===== src/design/rps_params.svh =====
`ifndef RPS_PARAMS_SVH
`define RPS_PARAMS_SVH
// Register indices; byte address is four times the index
`define RPS_IDX_CTRL 8'h00
`define RPS_IDX_STRENGTH 8'h0f
`define RPS_IDX_PROTO 8'h01
`define RPS_IDX_RXSPEC 8'h0a
`define RPS_IDX_PMSTAT 8'h10
// Register byte addresses
`define RPS_ADDR_CTRL 12'h000
`define RPS_ADDR_STRENGTH 12'h03c
`define RPS_ADDR_PROTO 12'h004
`define RPS_ADDR_RXSPEC 12'h028
`define RPS_ADDR_PMSTAT 12'h040
// Control register fields
`define RPS_CTRL_STBY 7
`define RPS_CTRL_RFON 5
`define RPS_CTRL_TXPWR 4
`define RPS_CTRL_SWAP 3
`define RPS_CTRL_RXON 1
`define RPS_CTRL_RESET 8'h00
// Strength register fields
`define RPS_STR_OSC 6
// Receiver filter preset applied on protocol write
`define RPS_RXSPEC_PRESET 8'h40
// Timing in ns and cycles at 50 ns period
`define RPS_CLK_NS 50
`define RPS_CONFIRM_NS 100000
`define RPS_CONFIRM_CYC (`RPS_CONFIRM_NS / `RPS_CLK_NS)
`define RPS_STBY_REC_NS 100000
`define RPS_STBY_REC_CYC (`RPS_STBY_REC_NS / `RPS_CLK_NS)
`define RPS_IDLE_REC_NS 25000
`define RPS_IDLE_REC_CYC (`RPS_IDLE_REC_NS / `RPS_CLK_NS)
`define RPS_SETTLE_CYC 64
`endif


===== src/design/rps_pkg.sv =====
package rps_pkg;
  typedef enum logic [2:0] {
    RPS_OFF = 3'b000,
    RPS_AUX = 3'b001,
    RPS_START = 3'b010,
    RPS_CONFIRM = 3'b011,
    RPS_ACTIVE = 3'b100
  } rps_state_t;

  typedef struct packed {
    logic rx_on;
    logic tx_on;
    logic tx_half;
    logic reg_on;
    logic reg_lowpwr;
    logic osc_on;
    logic aux_supply;
  } rps_power_t;

  typedef struct packed {
    rps_state_t st;
    logic [7:0] ctrl;
    logic [7:0] proto;
    logic [7:0] rxspec;
    logic [2:0] main_str;
    logic [2:0] aux_str;
    logic [15:0] settle_cnt;
    logic [15:0] tmr;
    logic [15:0] rec_cnt;
    logic aux_en_d;
    logic clk_hf;
    logic ready;
    logic [31:0] prdata;
  } rps_regs_t;
endpackage


===== src/design/rps_top.sv =====
// Implementation choice: the APB interface to the registers.
`timescale 1ns/1ps
`include "rps_params.svh"
// Contract
// - Seven power states from main enable, aux enable and three control bits.
// - Main enable high turns on regulators, oscillator and system clock.
// - Aux enable alone keeps aux supply and 60 kHz clock out.
// - Aux enable rising edge from full off starts supplies like main enable.
// - Without main enable within 100 us after clock switch, return to off.
// - Both enables low: everything off, no supply, no clock; in start and confirm the code keeps them on until the confirm timeout.
// - Standby bit: regulators low power, oscillator and clock on, RF ignored.
// - Standby, RF-on and receive-only clear: RX and TX off.
// - Receive-only set with RF-on clear: receiver only.
// - RF-on set: RX and TX on; power-select one gives half power.
// - After settle, clock switches from 60 kHz to crystal clock; ready.
// - Standby to full operation within 100 us.
// - RF-disabled active mode to full operation within 25 us.
// - Swap bit zero: input one to main receiver; one swaps routing.
// - On tag response, both strengths are stored in strength register.
// - Peak strength is held until read after the packet.
// - Strengths clear at the start of each reader transmission.
// - Strength codes are three bits, levels one to seven.
// - Strength register: b6 oscillator stable, b5:3 aux, b2:0 main.
// - Protocol write loads filter presets; later special writes override.
// - Transmit power-select is bit 4 of the control register.
module rps_top #(
  parameter int unsigned SETTLE_CYC = `RPS_SETTLE_CYC,
  parameter int unsigned CONFIRM_CYC = `RPS_CONFIRM_CYC
) (
  input wire logic pclk, // Bus clock
  input wire logic presetn, // Async reset, low
  input wire logic psel, // APB select
  input wire logic penable, // APB enable
  input wire logic pwrite, // APB direction
  input wire logic [11:0] paddr, // APB byte address
  input wire logic [31:0] pwdata, // APB write data
  output logic [31:0] prdata, // APB read data
  output logic pready, // APB ready
  output logic pslverr, // APB error
  input wire logic main_enable_pin, // Main enable
  input wire logic aux_enable_pin, // Auxiliary enable
  input wire logic osc_stable, // Crystal oscillator stable
  input wire logic supplies_settled, // Regulators settled
  input wire logic tx_start, // Reader transmission start pulse
  input wire logic rx_active, // Tag response in progress
  input wire logic [2:0] rssi_in_one, // Level on receive input one
  input wire logic [2:0] rssi_in_two, // Level on receive input two
  output rps_pkg::rps_power_t power, // Section enables
  output logic sysclk_hf_sel, // 1 crystal clock, 0 60 kHz clock
  output logic sysclk_en, // System clock output running
  output logic main_rx_sel_two, // Main receiver takes input two
  output logic full_op_ready, // Ready for full operation
  output logic [7:0] rx_filter_cfg // Active receiver filter setting
);
  rps_pkg::rps_regs_t r, n;
  logic wr, rd, addr_ok, aux_rise, ctrl_wr;
  logic [2:0] main_lvl, aux_lvl;
  rps_pkg::rps_power_t pw;

  // Bus decode, zero wait states
  assign wr = psel && penable && pwrite;
  assign rd = psel && !penable && !pwrite;
  assign addr_ok = paddr == `RPS_ADDR_CTRL || paddr == `RPS_ADDR_STRENGTH || paddr == `RPS_ADDR_PROTO ||
                   paddr == `RPS_ADDR_RXSPEC || paddr == `RPS_ADDR_PMSTAT;
  assign pready = 1'b1;
  assign pslverr = psel && penable && !addr_ok;
  assign prdata = r.prdata;
  assign aux_rise = aux_enable_pin && !r.aux_en_d;
  assign ctrl_wr = wr && paddr == `RPS_ADDR_CTRL;

  // Input routing by swap bit
  assign main_lvl = r.ctrl[`RPS_CTRL_SWAP] ? rssi_in_two : rssi_in_one;
  assign aux_lvl = r.ctrl[`RPS_CTRL_SWAP] ? rssi_in_one : rssi_in_two;
  assign main_rx_sel_two = r.ctrl[`RPS_CTRL_SWAP];

  // Power decode per state and control bits
  always_comb begin
    pw = '0;
    case (r.st)
      rps_pkg::RPS_AUX: begin
        pw.aux_supply = 1'b1;
      end
      rps_pkg::RPS_START, rps_pkg::RPS_CONFIRM: begin
        pw.aux_supply = 1'b1;
        pw.reg_on = 1'b1;
        pw.osc_on = 1'b1;
      end
      rps_pkg::RPS_ACTIVE: begin
        pw.aux_supply = 1'b1;
        pw.reg_on = 1'b1;
        pw.osc_on = 1'b1;
        if (r.ctrl[`RPS_CTRL_STBY]) begin
          pw.reg_lowpwr = 1'b1;
        end else if (r.ctrl[`RPS_CTRL_RFON]) begin
          pw.rx_on = 1'b1;
          pw.tx_on = 1'b1;
          pw.tx_half = r.ctrl[`RPS_CTRL_TXPWR];
        end else begin
          pw.rx_on = r.ctrl[`RPS_CTRL_RXON];
        end
      end
      default: pw = '0;
    endcase
  end

  // Next-state logic
  always_comb begin
    n = r;
    n.aux_en_d = aux_enable_pin;
    n.prdata = '0;
    // Power sequencing
    case (r.st)
      rps_pkg::RPS_OFF: begin
        if (main_enable_pin || aux_rise) begin
          n.st = rps_pkg::RPS_START;
          n.settle_cnt = '0;
        end else if (aux_enable_pin) begin
          n.st = rps_pkg::RPS_AUX;
        end
      end
      rps_pkg::RPS_AUX: begin
        if (main_enable_pin) begin
          n.st = rps_pkg::RPS_START;
          n.settle_cnt = '0;
        end else if (!aux_enable_pin) begin
          n.st = rps_pkg::RPS_OFF;
        end
      end
      rps_pkg::RPS_START: begin
        if (osc_stable && supplies_settled && r.settle_cnt >= 16'(SETTLE_CYC - 1)) begin
          n.clk_hf = 1'b1;
          n.tmr = '0;
          n.st = main_enable_pin ? rps_pkg::RPS_ACTIVE : rps_pkg::RPS_CONFIRM;
          n.ready = main_enable_pin;
        end else begin
          n.settle_cnt = r.settle_cnt + 16'h0001;
        end
      end
      rps_pkg::RPS_CONFIRM: begin
        if (main_enable_pin) begin
          n.st = rps_pkg::RPS_ACTIVE;
          n.ready = 1'b1;
        end else if (r.tmr >= 16'(CONFIRM_CYC - 1)) begin
          n.st = rps_pkg::RPS_OFF;
          n.clk_hf = 1'b0;
        end else begin
          n.tmr = r.tmr + 16'h0001;
        end
      end
      rps_pkg::RPS_ACTIVE: begin
        if (!main_enable_pin) begin
          n.st = aux_enable_pin ? rps_pkg::RPS_AUX : rps_pkg::RPS_OFF;
          n.clk_hf = 1'b0;
          n.ready = 1'b0;
        end
      end
      default: n.st = rps_pkg::RPS_OFF;
    endcase
    // Recovery to full operation; abandoned once the block leaves active
    if (r.st != rps_pkg::RPS_ACTIVE || !main_enable_pin) begin
      n.rec_cnt = '0;
    end else if (r.rec_cnt != '0) begin
      n.rec_cnt = r.rec_cnt - 16'h0001;
      if (r.rec_cnt == 16'h0001) begin
        n.ready = 1'b1;
      end
    end
    if (ctrl_wr && r.st == rps_pkg::RPS_ACTIVE && pwdata[`RPS_CTRL_RFON]) begin
      if (r.ctrl[`RPS_CTRL_STBY] && !pwdata[`RPS_CTRL_STBY]) begin
        n.rec_cnt = 16'(`RPS_STBY_REC_CYC);
        n.ready = 1'b0;
      end else if (!r.ctrl[`RPS_CTRL_STBY] && !r.ctrl[`RPS_CTRL_RFON] && !r.ctrl[`RPS_CTRL_RXON]) begin
        n.rec_cnt = 16'(`RPS_IDLE_REC_CYC);
        n.ready = 1'b0;
      end
    end
    // Register writes
    if (ctrl_wr) begin
      n.ctrl = pwdata[7:0];
    end
    if (wr && paddr == `RPS_ADDR_PROTO) begin
      n.proto = pwdata[7:0];
      n.rxspec = `RPS_RXSPEC_PRESET;
    end
    if (wr && paddr == `RPS_ADDR_RXSPEC) begin
      n.rxspec = pwdata[7:0];
    end
    // Peak-held strengths, cleared by transmission
    if (tx_start) begin
      n.main_str = '0;
      n.aux_str = '0;
    end else if (rx_active) begin
      if (main_lvl > r.main_str) n.main_str = main_lvl;
      if (aux_lvl > r.aux_str) n.aux_str = aux_lvl;
    end
    // Read data captured in setup phase
    if (rd) begin
      case (paddr)
        `RPS_ADDR_CTRL: n.prdata = {24'h000000, r.ctrl};
        `RPS_ADDR_STRENGTH: n.prdata = {24'h000000, 1'b0, osc_stable, r.aux_str, r.main_str};
        `RPS_ADDR_PROTO: n.prdata = {24'h000000, r.proto};
        `RPS_ADDR_RXSPEC: n.prdata = {24'h000000, r.rxspec};
        `RPS_ADDR_PMSTAT: n.prdata = {26'h0000000, r.ready, r.clk_hf, 1'b0, r.st};
        default: n.prdata = '0;
      endcase
    end
  end

  // State register
  always_ff @(posedge pclk or negedge presetn) begin
    if (!presetn) begin
      r <= '0;
    end else begin
      r <= n;
    end
  end

  // Outputs
  assign power = pw;
  assign sysclk_hf_sel = r.clk_hf;
  assign sysclk_en = r.st != rps_pkg::RPS_OFF;
  assign full_op_ready = r.ready;
  assign rx_filter_cfg = r.rxspec;

  // Timeout returns to off after the confirm window
  a_confirm_timeout: assert property (@(posedge pclk) disable iff (!presetn)
    (r.st == rps_pkg::RPS_CONFIRM && !main_enable_pin && r.tmr == 16'(CONFIRM_CYC - 1))
      |=> r.st == rps_pkg::RPS_OFF)
    else $error("confirm timeout missed");
  a_off_dark: assert property (@(posedge pclk) disable iff (!presetn)
    r.st == rps_pkg::RPS_OFF |-> !sysclk_en && power == '0)
    else $error("off state not dark");
  a_tx_half_pwr: assert property (@(posedge pclk) disable iff (!presetn)
    power.tx_on |-> power.tx_half == r.ctrl[`RPS_CTRL_TXPWR] && power.rx_on)
    else $error("tx power select wrong");
  a_stby_no_rf: assert property (@(posedge pclk) disable iff (!presetn)
    power.reg_lowpwr |-> !power.tx_on && !power.rx_on && power.osc_on)
    else $error("standby leaks rf");
  a_swap_route: assert property (@(posedge pclk) disable iff (!presetn)
    (rx_active && !tx_start && !r.ctrl[`RPS_CTRL_SWAP]) |=> r.main_str >= $past(rssi_in_one) && r.aux_str >= $past(rssi_in_two))
    else $error("swap routing wrong");
  a_str_clear: assert property (@(posedge pclk) disable iff (!presetn)
    tx_start |=> r.main_str == 3'h0 && r.aux_str == 3'h0)
    else $error("strength not cleared");
  a_peak_hold: assert property (@(posedge pclk) disable iff (!presetn)
    !tx_start |=> r.main_str >= $past(r.main_str))
    else $error("peak not held");
  a_preset_load: assert property (@(posedge pclk) disable iff (!presetn)
    (wr && paddr == `RPS_ADDR_PROTO) |=> rx_filter_cfg == `RPS_RXSPEC_PRESET)
    else $error("preset not loaded");
  a_aux_wake: assert property (@(posedge pclk) disable iff (!presetn)
    (r.st == rps_pkg::RPS_OFF && aux_rise) |=> r.st == rps_pkg::RPS_START ##0 power.osc_on)
    else $error("aux wake failed");

  // Control byte lands as written
  a_ctrl_load: assert property (@(posedge pclk) disable iff (!presetn)
    ctrl_wr |=> r.ctrl == $past(pwdata[7:0]))
    else $error("control write lost");

  // Main enable starts the supplies from off
  a_main_start: assert property (@(posedge pclk) disable iff (!presetn)
    (r.st == rps_pkg::RPS_OFF && main_enable_pin) |=> r.st == rps_pkg::RPS_START)
    else $error("main enable ignored");

  // Active keeps regulators, oscillator and crystal clock on
  a_active_on: assert property (@(posedge pclk) disable iff (!presetn)
    r.st == rps_pkg::RPS_ACTIVE |-> power.reg_on && power.osc_on && sysclk_hf_sel && sysclk_en)
    else $error("active not powered");

  // Partial power down gives aux supply and slow clock only
  a_aux_only: assert property (@(posedge pclk) disable iff (!presetn)
    r.st == rps_pkg::RPS_AUX |-> power.aux_supply && !power.osc_on && !power.reg_on && sysclk_en && !sysclk_hf_sel)
    else $error("aux mode wrong");

  // Wake-up runs supplies and oscillator on the slow clock
  a_wake_supply: assert property (@(posedge pclk) disable iff (!presetn)
    r.st == rps_pkg::RPS_START |-> power.reg_on && power.osc_on && !sysclk_hf_sel)
    else $error("start not powered");

  // Confirmation by main enable keeps the block active
  a_confirm_keep: assert property (@(posedge pclk) disable iff (!presetn)
    (r.st == rps_pkg::RPS_CONFIRM && main_enable_pin) |=> r.st == rps_pkg::RPS_ACTIVE && full_op_ready)
    else $error("confirm not kept");

  // Off runs no crystal clock and is never ready
  a_off_slow_clock: assert property (@(posedge pclk) disable iff (!presetn)
    r.st == rps_pkg::RPS_OFF |-> !sysclk_hf_sel && !full_op_ready)
    else $error("off still clocked");

  // Both enables low drop an active block to off
  a_both_low: assert property (@(posedge pclk) disable iff (!presetn)
    (r.st == rps_pkg::RPS_ACTIVE && !main_enable_pin && !aux_enable_pin) |=> r.st == rps_pkg::RPS_OFF)
    else $error("both low not off");

  // Standby keeps regulators in low power with clock out
  a_stby_mode: assert property (@(posedge pclk) disable iff (!presetn)
    (r.st == rps_pkg::RPS_ACTIVE && r.ctrl[`RPS_CTRL_STBY]) |-> power.reg_lowpwr && power.reg_on && sysclk_en)
    else $error("standby mode wrong");

  // Idle active mode keeps RF sections off
  a_idle_quiet: assert property (@(posedge pclk) disable iff (!presetn)
    (r.st == rps_pkg::RPS_ACTIVE && r.ctrl[7:5] == 3'h0 && !r.ctrl[`RPS_CTRL_RXON])
      |-> !power.rx_on && !power.tx_on && !power.reg_lowpwr && power.osc_on)
    else $error("idle mode not quiet");

  // Receive-only mode turns the receiver alone on
  a_rx_only: assert property (@(posedge pclk) disable iff (!presetn)
    (r.st == rps_pkg::RPS_ACTIVE && !r.ctrl[`RPS_CTRL_STBY] && !r.ctrl[`RPS_CTRL_RFON] && r.ctrl[`RPS_CTRL_RXON])
      |-> power.rx_on && !power.tx_on)
    else $error("receive only wrong");

  // RF-on runs both receiver and transmitter
  a_rf_full: assert property (@(posedge pclk) disable iff (!presetn)
    (r.st == rps_pkg::RPS_ACTIVE && !r.ctrl[`RPS_CTRL_STBY] && r.ctrl[`RPS_CTRL_RFON]) |-> power.rx_on && power.tx_on)
    else $error("rf section off");

  // Leaving start selects the crystal clock
  a_hf_switch: assert property (@(posedge pclk) disable iff (!presetn)
    (r.st == rps_pkg::RPS_START && n.st != rps_pkg::RPS_START) |=> sysclk_hf_sel)
    else $error("clock not switched");

  // Ready only while active
  a_ready_active: assert property (@(posedge pclk) disable iff (!presetn)
    full_op_ready |-> r.st == rps_pkg::RPS_ACTIVE)
    else $error("ready outside active");

  // Leaving standby for RF-on starts the long recovery
  a_stby_drop: assert property (@(posedge pclk) disable iff (!presetn)
    (ctrl_wr && r.st == rps_pkg::RPS_ACTIVE && main_enable_pin && pwdata[`RPS_CTRL_RFON] &&
      r.ctrl[`RPS_CTRL_STBY] && !pwdata[`RPS_CTRL_STBY]) |=> !full_op_ready && r.rec_cnt == 16'(`RPS_STBY_REC_CYC))
    else $error("standby recovery wrong");

  // Recovery never exceeds the standby bound
  a_rec_bound: assert property (@(posedge pclk) disable iff (!presetn)
    r.rec_cnt <= 16'(`RPS_STBY_REC_CYC))
    else $error("recovery too long");

  // Leaving idle for RF-on starts the short recovery
  a_idle_drop: assert property (@(posedge pclk) disable iff (!presetn)
    (ctrl_wr && r.st == rps_pkg::RPS_ACTIVE && main_enable_pin && pwdata[`RPS_CTRL_RFON] && !r.ctrl[`RPS_CTRL_STBY] &&
      !r.ctrl[`RPS_CTRL_RFON] && !r.ctrl[`RPS_CTRL_RXON]) |=> !full_op_ready && r.rec_cnt == 16'(`RPS_IDLE_REC_CYC))
    else $error("idle recovery wrong");

  // Last recovery count restores ready
  a_rec_done: assert property (@(posedge pclk) disable iff (!presetn)
    (r.st == rps_pkg::RPS_ACTIVE && main_enable_pin && r.rec_cnt == 16'h0001 && !ctrl_wr) |=> full_op_ready)
    else $error("recovery never ends");

  // Aux peak never falls without a transmission
  a_aux_peak: assert property (@(posedge pclk) disable iff (!presetn)
    !tx_start |=> r.aux_str >= $past(r.aux_str))
    else $error("aux peak not held");

  // Both routed levels are taken during a response
  a_peak_take: assert property (@(posedge pclk) disable iff (!presetn)
    (rx_active && !tx_start) |=> r.main_str >= $past(main_lvl) && r.aux_str >= $past(aux_lvl))
    else $error("level not stored");

  // A nonzero level leaves a nonzero code
  a_level_code: assert property (@(posedge pclk) disable iff (!presetn)
    (rx_active && !tx_start && main_lvl != 3'h0) |=> r.main_str != 3'h0)
    else $error("level code lost");

  // Strength word layout on read
  a_strength_word: assert property (@(posedge pclk) disable iff (!presetn)
    (rd && paddr == `RPS_ADDR_STRENGTH) |=> prdata == {24'h000000, 1'b0, $past(osc_stable), $past(r.aux_str), $past(r.main_str)})
    else $error("strength word wrong");

  // Special write overrides the preset
  a_filter_override: assert property (@(posedge pclk) disable iff (!presetn)
    (wr && paddr == `RPS_ADDR_RXSPEC) |=> rx_filter_cfg == $past(pwdata[7:0]))
    else $error("filter not overridden");

  // Confirm timer steps once per bus clock
  a_confirm_count: assert property (@(posedge pclk) disable iff (!presetn)
    (r.st == rps_pkg::RPS_CONFIRM && !main_enable_pin && r.tmr < 16'(CONFIRM_CYC - 1)) |=> r.tmr == $past(r.tmr) + 16'h0001)
    else $error("confirm timer stalled");

  // Read data returns to zero outside reads
  a_rdata_idle: assert property (@(posedge pclk) disable iff (!presetn)
    !rd |=> prdata == 32'h00000000)
    else $error("read data not cleared");
endmodule


===== config.mk =====
export PLATFORM = sky130hd
export DESIGN_NAME = rps_top
export DESIGN_NICKNAME = d
export VERILOG_FILES = /design/src/design/rps_pkg.sv /design/src/design/rps_top.sv
export VERILOG_INCLUDE_DIRS = /design/src /design/src/design
export SDC_FILE = /design/constraint.sdc
export NUM_CORES = 1
export LEC_CHECK = 0
export BUFFER_PORTS_ARGS = -buffer_cell sky130_fd_sc_hd__buf_2
export CAP_MARGIN = 20
export CELL_PAD_IN_SITES_DETAIL_PLACEMENT = 0
export CELL_PAD_IN_SITES_GLOBAL_PLACEMENT = 1
export CORE_AREA = 5 5 116 118
export DETAILED_ROUTE_END_ITERATION = 10
export DIE_AREA = 0 0 121 123
export HOLD_SLACK_MARGIN = 0.03
export PLACE_DENSITY_LB_ADDON = 0.1
export SETUP_SLACK_MARGIN = 0.15
export SLEW_MARGIN = 20
export SYNTH_ARGS = -nofsm -noshare
export SYNTH_HDL_FRONTEND = slang
export SYNTH_SLANG_ARGS = --single-unit

===== constraint.sdc =====
create_clock -name pclk -period 6.7 [get_ports pclk]
set_clock_uncertainty 0.1 [all_clocks]
set_input_delay 0.335 -clock pclk [delete_from_list [all_inputs] [get_ports pclk]]
set_output_delay 0.335 -clock pclk [all_outputs]
set_load 0.05 [all_outputs]

**Word-level counts from Yosys, hierarchy flattened**

Index checks and enable logic that the tools add are counted.

- Output and inout bits: 53
- Bits in registers: 116
- Bits of input ports: 61
- Logic and storage cells: 145

- Add/subtract/negate cells: 3
- $lt $le $gt $ge: 4
- Reductions and logical operators: 50
- Equal/unequal tests: 21
- Muxes and demuxes: 54

Operators by type and width:

| cell | count |
|---|---|
| $mux W16 | 11 |
| $pmux W16 S3 | 1 |
| $mux W3 | 15 |
| $pmux W8 S5 | 1 |
| $add A16 B1 Y16 const B | 2 |
| $pmux W16 S2 | 1 |
| $eq A12 B6 Y1 const B | 2 |
| $mux W8 | 3 |
| $eq A16 B1 Y1 const B | 1 |
| $ge A16 B11 Y1 const B | 1 |
| $ge A16 B6 Y1 const B | 1 |
| $logic_and A1 B1 Y1 | 16 |
| $ne A2 B2 Y1 const B | 8 |
| $reduce_bool A16 Y1 | 1 |
| $sub A16 B1 Y16 const B | 1 |
| $mux W1 | 15 |
| $pmux W3 S5 | 1 |
| $eq A12 B3 Y1 const B | 1 |
| $eq A12 B7 Y1 const B | 1 |
| $logic_not A12 Y1 | 1 |
| $mux W6 | 2 |
| $ne A3 B3 Y1 const B | 4 |
| $reduce_and A5 Y1 | 2 |
| $reduce_bool A2 Y1 | 5 |
| 14 further kinds | 35 |

**Logic depth before layout (Yosys ltp)**

- Word-level depth: 10
- Mapped depth: 9
- Mapped depth without buffers: 7

**Least setup slack after synthesis**

No wires, ideal clock.

- Path type: register to register
- Start: register r, in the netlist main_rx_sel_two
- End: register r[87] (netlist bit)
- Required time: 6.481 ns
- Cell stages (with the launch flop): 9
- Arrival time: 2.340 ns
- Clock period less this slack: 2.559 ns
- Path slack: 4.141 ns
- Cells stage by stage: dfrtp_1 > clkbuf_1 > mux2_2 > ha_1 > nor2b_1 > o21ai_0 > a21oi_1 > mux2i_1 > nor2_1

- Longest elaborated chain between the ends: 4

RTL lines:

| item | RTL line | RTL |
|---|---|---|
| start, declared | rps_top.sv:55 | `rps_pkg::rps_regs_t r, n;` |
| start signal, assigned | rps_top.sv:214 | `r <= n;` |
| $mux W3 (*) | rps_top.sv:72 | `` assign main_lvl = r.ctrl[`RPS_CTRL_SWAP] ? rssi_in_two : rssi_in_one; `` |
| $gt A3 B3 Y1 or $mux W3 (tied branches) | rps_top.sv:193 | `if (main_lvl > r.main_str) n.main_str = main_lvl;` |
| $reduce_bool A2 Y1 (no source line) or $mux W6 (tied branches) | -- |  |
| $reduce_and A2 Y1 (no source line) or $mux W6 (tied branches) | -- |  |

Mark *: on every way between the ends. The rest lies on a longest branch, timed or not. The select of a mux whose other input is x is not followed.
A chain may end at the register's enable or synchronous reset.

**Worst setup path in the final report**

- Start: input paddr[9]
- End: output pslverr

- Longest elaborated chain between the ends: 7

RTL lines:

| item | RTL line | RTL |
|---|---|---|
| start, declared | rps_top.sv:35 | `input wire logic [11:0] paddr,` |
| $eq A12 B6 Y1 or $logic_not A12 Y1 (tied branches) | -- |  |
| $logic_or A1 B1 Y1 (no source line) (3 in a row) | -- |  |
| $logic_or A1 B1 Y1 (no source line) (*) | -- |  |
| $logic_not A1 Y1 (*) | rps_top.sv:66 | `assign pslverr = psel && penable && !addr_ok;` |
| $logic_and A1 B1 Y1 (*) | rps_top.sv:66 |  |
| end, declared | rps_top.sv:39 | `output logic pslverr,` |

Mark *: on every way between the ends. The rest lies on a longest branch, timed or not.

==> impl_metrics.toml <==
[die]
die_w_um = 121
die_h_um = 123
die_area_mm2 = 0.0149
rows = 41
initial_utilization_pct = 44.6
core_area_mm2 = 0.0124
io_pins = 114

[sta]
tns_ps = 0
worst_pin_slew_ps = 919
layout_min_cycle_time_ps = 2830
drv_slew = 0
fmax_ghz = 0.354
worst_slack_ps = 3870
hold_viol = 0
slew_headroom_pct = 38.7
rsz0062_at_grt = "false"
hold-worst-slack_ps = 63.1
fin_crit_sh_pct = 42.2
setup_viol = 0

[cells_and_area]
drive_gt1_share_pct = 20.7
nets = 675
final_core_util_pct = 49.0
final_cells = 780
syn2layout_area_growth_pct = 9.83
diodes = 0
fill_cells = 1206

[power_and_ir_drop]
peakVddDrop_mv = 0.184
combPwrFrac_pct = 25.5
clkPwrFrac_pct = 34.6
total_leakage_power_nw = 2.82
swShare_pct = 34.1
switchingPower_w = 0.000562
powerDensity_mw_per_mm2 = 272
power_frac_seq_pct = 40.0
cell_internal_pwr_w = 0.00109

[yosys]
yosysMostFrequentCell = "dfrtp_1"
syn_area_mm2 = 0.00551
ys_warn_count = 0
syn_area_per_cell_um2 = 9.72
synth.area.top_cells = "dfrtp_1, buf_4, mux2_2"
yosys_register_bits = 92
async_flop_share_pct = 100
synth_top_cell_by_area = "dfrtp_1"
synth_edf_count = 0
synth_top_cell_area_share_pct = 41.8
yosys.cell_types.count = 61
ys_seq_area_share_pct = 41.8
ys.flop_type = "dfrtp_1"
syn_inst = 567
synth_common_cells = "dfrtp_1, buf_4, nor2_1, nand2_1, o21ai_0"

[placement]
dp_slack_ps = 3620
portBuffers = 64
placed_cells = 763
gp_congestion = 0.796
dp_hpwl_um = 9390

[clock_network]
cts_sinks = 92
clkTransAtPathRegs_ps = 60
cts_inserted_buffers = 9
clockBufferDepth = 2
root_buffer = "clkbuf_16"
clk_latency_ps = 340
htree_num_levels = 3
cts_resized = 0
cts_tree = "done"

[detailed_routing]
finalWirelength_um = 12900
drtPass1Iterations = 8
drt_iter0_markers = 351
num_vias = 4281
ant_nets = 0
wl_per_cell_um = 16.5
drc = 0
vias_per_cell = 5.49

[critical_path]
r2r-end = "full_op_ready"
path_delay_family = "simple AND/OR/NAND/NOR gates"
r2r_slack_ps = 4130
cpPeakStageDelay_ps = 750
critical_path_class = "in -> out"
r2r_cells = 5
timing.rr.start = "r[113]"
critical_path.cell_chain = "buf_2 > or4_1 > nor3_1 > or4_1 > nor2_1 > buf_2"
cp_num_cells = 6
critPathArrivalTime_ps = 2390
slowest_stage = "nor3_1"
worstPathMaxFanout = 6
cp.buffers_inverters = 2
worst_setup_path_start_kind = "primary input"
critPathRequiredTime_ps = 6260
end_kind = "primary output"

[run]
drv_cap = 0

[global_route]
grt_start_max_net_pins = 67
gr-total-overflow = 0
grt_usage_pct = 18.1
antenna_found_initial = 0
grt_pass1_vias = 4201
grt_pass1_wl_um = 21300

[hold_path]
hold_end = "r[34]"
min_path_type = "in -> reg"
hold_depth = 1
min_from = "aux_enable_pin"

[outcome]
outcome = "finished, final reports clean"
power by group through the flow:
stage	clock network (W)	registers, W	logic (W)
5_1_grt	0.000615	0.000669	0.000469
4_1_cts	0.000590	0.000660	0.000427
2_1_floorplan	0	0.000650	0.000340
3_5_place_dp	0	0.000670	0.000425
3_3_place_gp	0	0.000668	0.000420
6_report	0.000570	0.000658	0.000420
area by class of cell:
type                            count  area [um^2]  area share (%)
Clock inverter                      4         97.6            1.61
Multi-Input combinational cell    417         2800            46.2
Tap cell                          172          215            3.55
Sequential cell                    92         2300            38.0
Timing Repair Buffer               67          348            5.74
Clock buffer                       12          236            3.90
Inverter                           16         60.1           0.992
cell families after synthesis:
group	after synthesis	synth area share, %
compound gates	106	12.7
xor+xnor	21	3.34
fa+ha+maj	11	2.50
buf+inv	81	9.21
flops	92	41.8
mux	33	6.60
other cells	2	0.136
simple gates	221	23.7
routing by layer:
| metal | routed length [um] | global-route usage (%) |
|---|---|---|
| met5 | 0 | 0 |
| met4 | 290 | 6.73 |
| met3 | 502 | 2.88 |
| met2 | 6220 | 29.3 |
| met1 | 5850 | 24.5 |
cell usage in the layout (no fill, tap or decap), drive strengths merged, types with 5 or more instances in the layout:
| cell | n |
|---|---|
| a21oi | 24 |
| mux2 | 27 |
| nor3 | 11 |
| or3 | 7 |
| o21ai | 34 |
| mux2i | 6 |
| nor2 | 41 |
| and2 | 12 |
| nor2b | 5 |
| or4 | 12 |
| xnor2 | 9 |
| nand2 | 35 |
| o31ai | 5 |
| and3 | 10 |
| nor3b | 10 |
| ha | 11 |
| nand2b | 5 |
| a31oi | 6 |
| conb | 25 |
| nand3 | 24 |
| inv | 16 |
| nand4 | 14 |
| dfrtp | 92 |
| xor2 | 12 |
| buf | 66 |
| a21o | 8 |
| clkbuf | 12 |
| nor4 | 18 |
| a222oi | 8 |
flip-flops by register name, summed over array words and instances, names as in the netlist:
register / cells
prdata: 8
r: 73
main_rx_sel_two: 1
full_op_ready: 1
sysclk_hf_sel: 1
rx_filter_cfg: 8
what timing repair did:
action / in CTS / in global routing
endpoints found under the setup margin: 0 / 0
endpoints found under the hold margin: 26 / 0
buffers inserted: 0 / 0
hold buffers: 1 / 0
worst max path at each step:
stage                    to       startpoint
floorplan             r[87]  main_rx_sel_two
global placement      r[99]         paddr[9]
detailed placement    r[98]         paddr[9]
CTS                 pslverr         paddr[9]
global route        pslverr         paddr[9]
finish              pslverr         paddr[9]
stage by stage:
stage	instance area (um^2)	power [W]
2_1_floorplan	5600	0.000990
3_3_place_gp	5710	0.00109
4_1_cts	6050	0.00168
6_report	6060	0.00165
5_1_grt	6060	0.00175
3_5_place_dp	5710	0.00109
(Power assumes the default switching activity.)
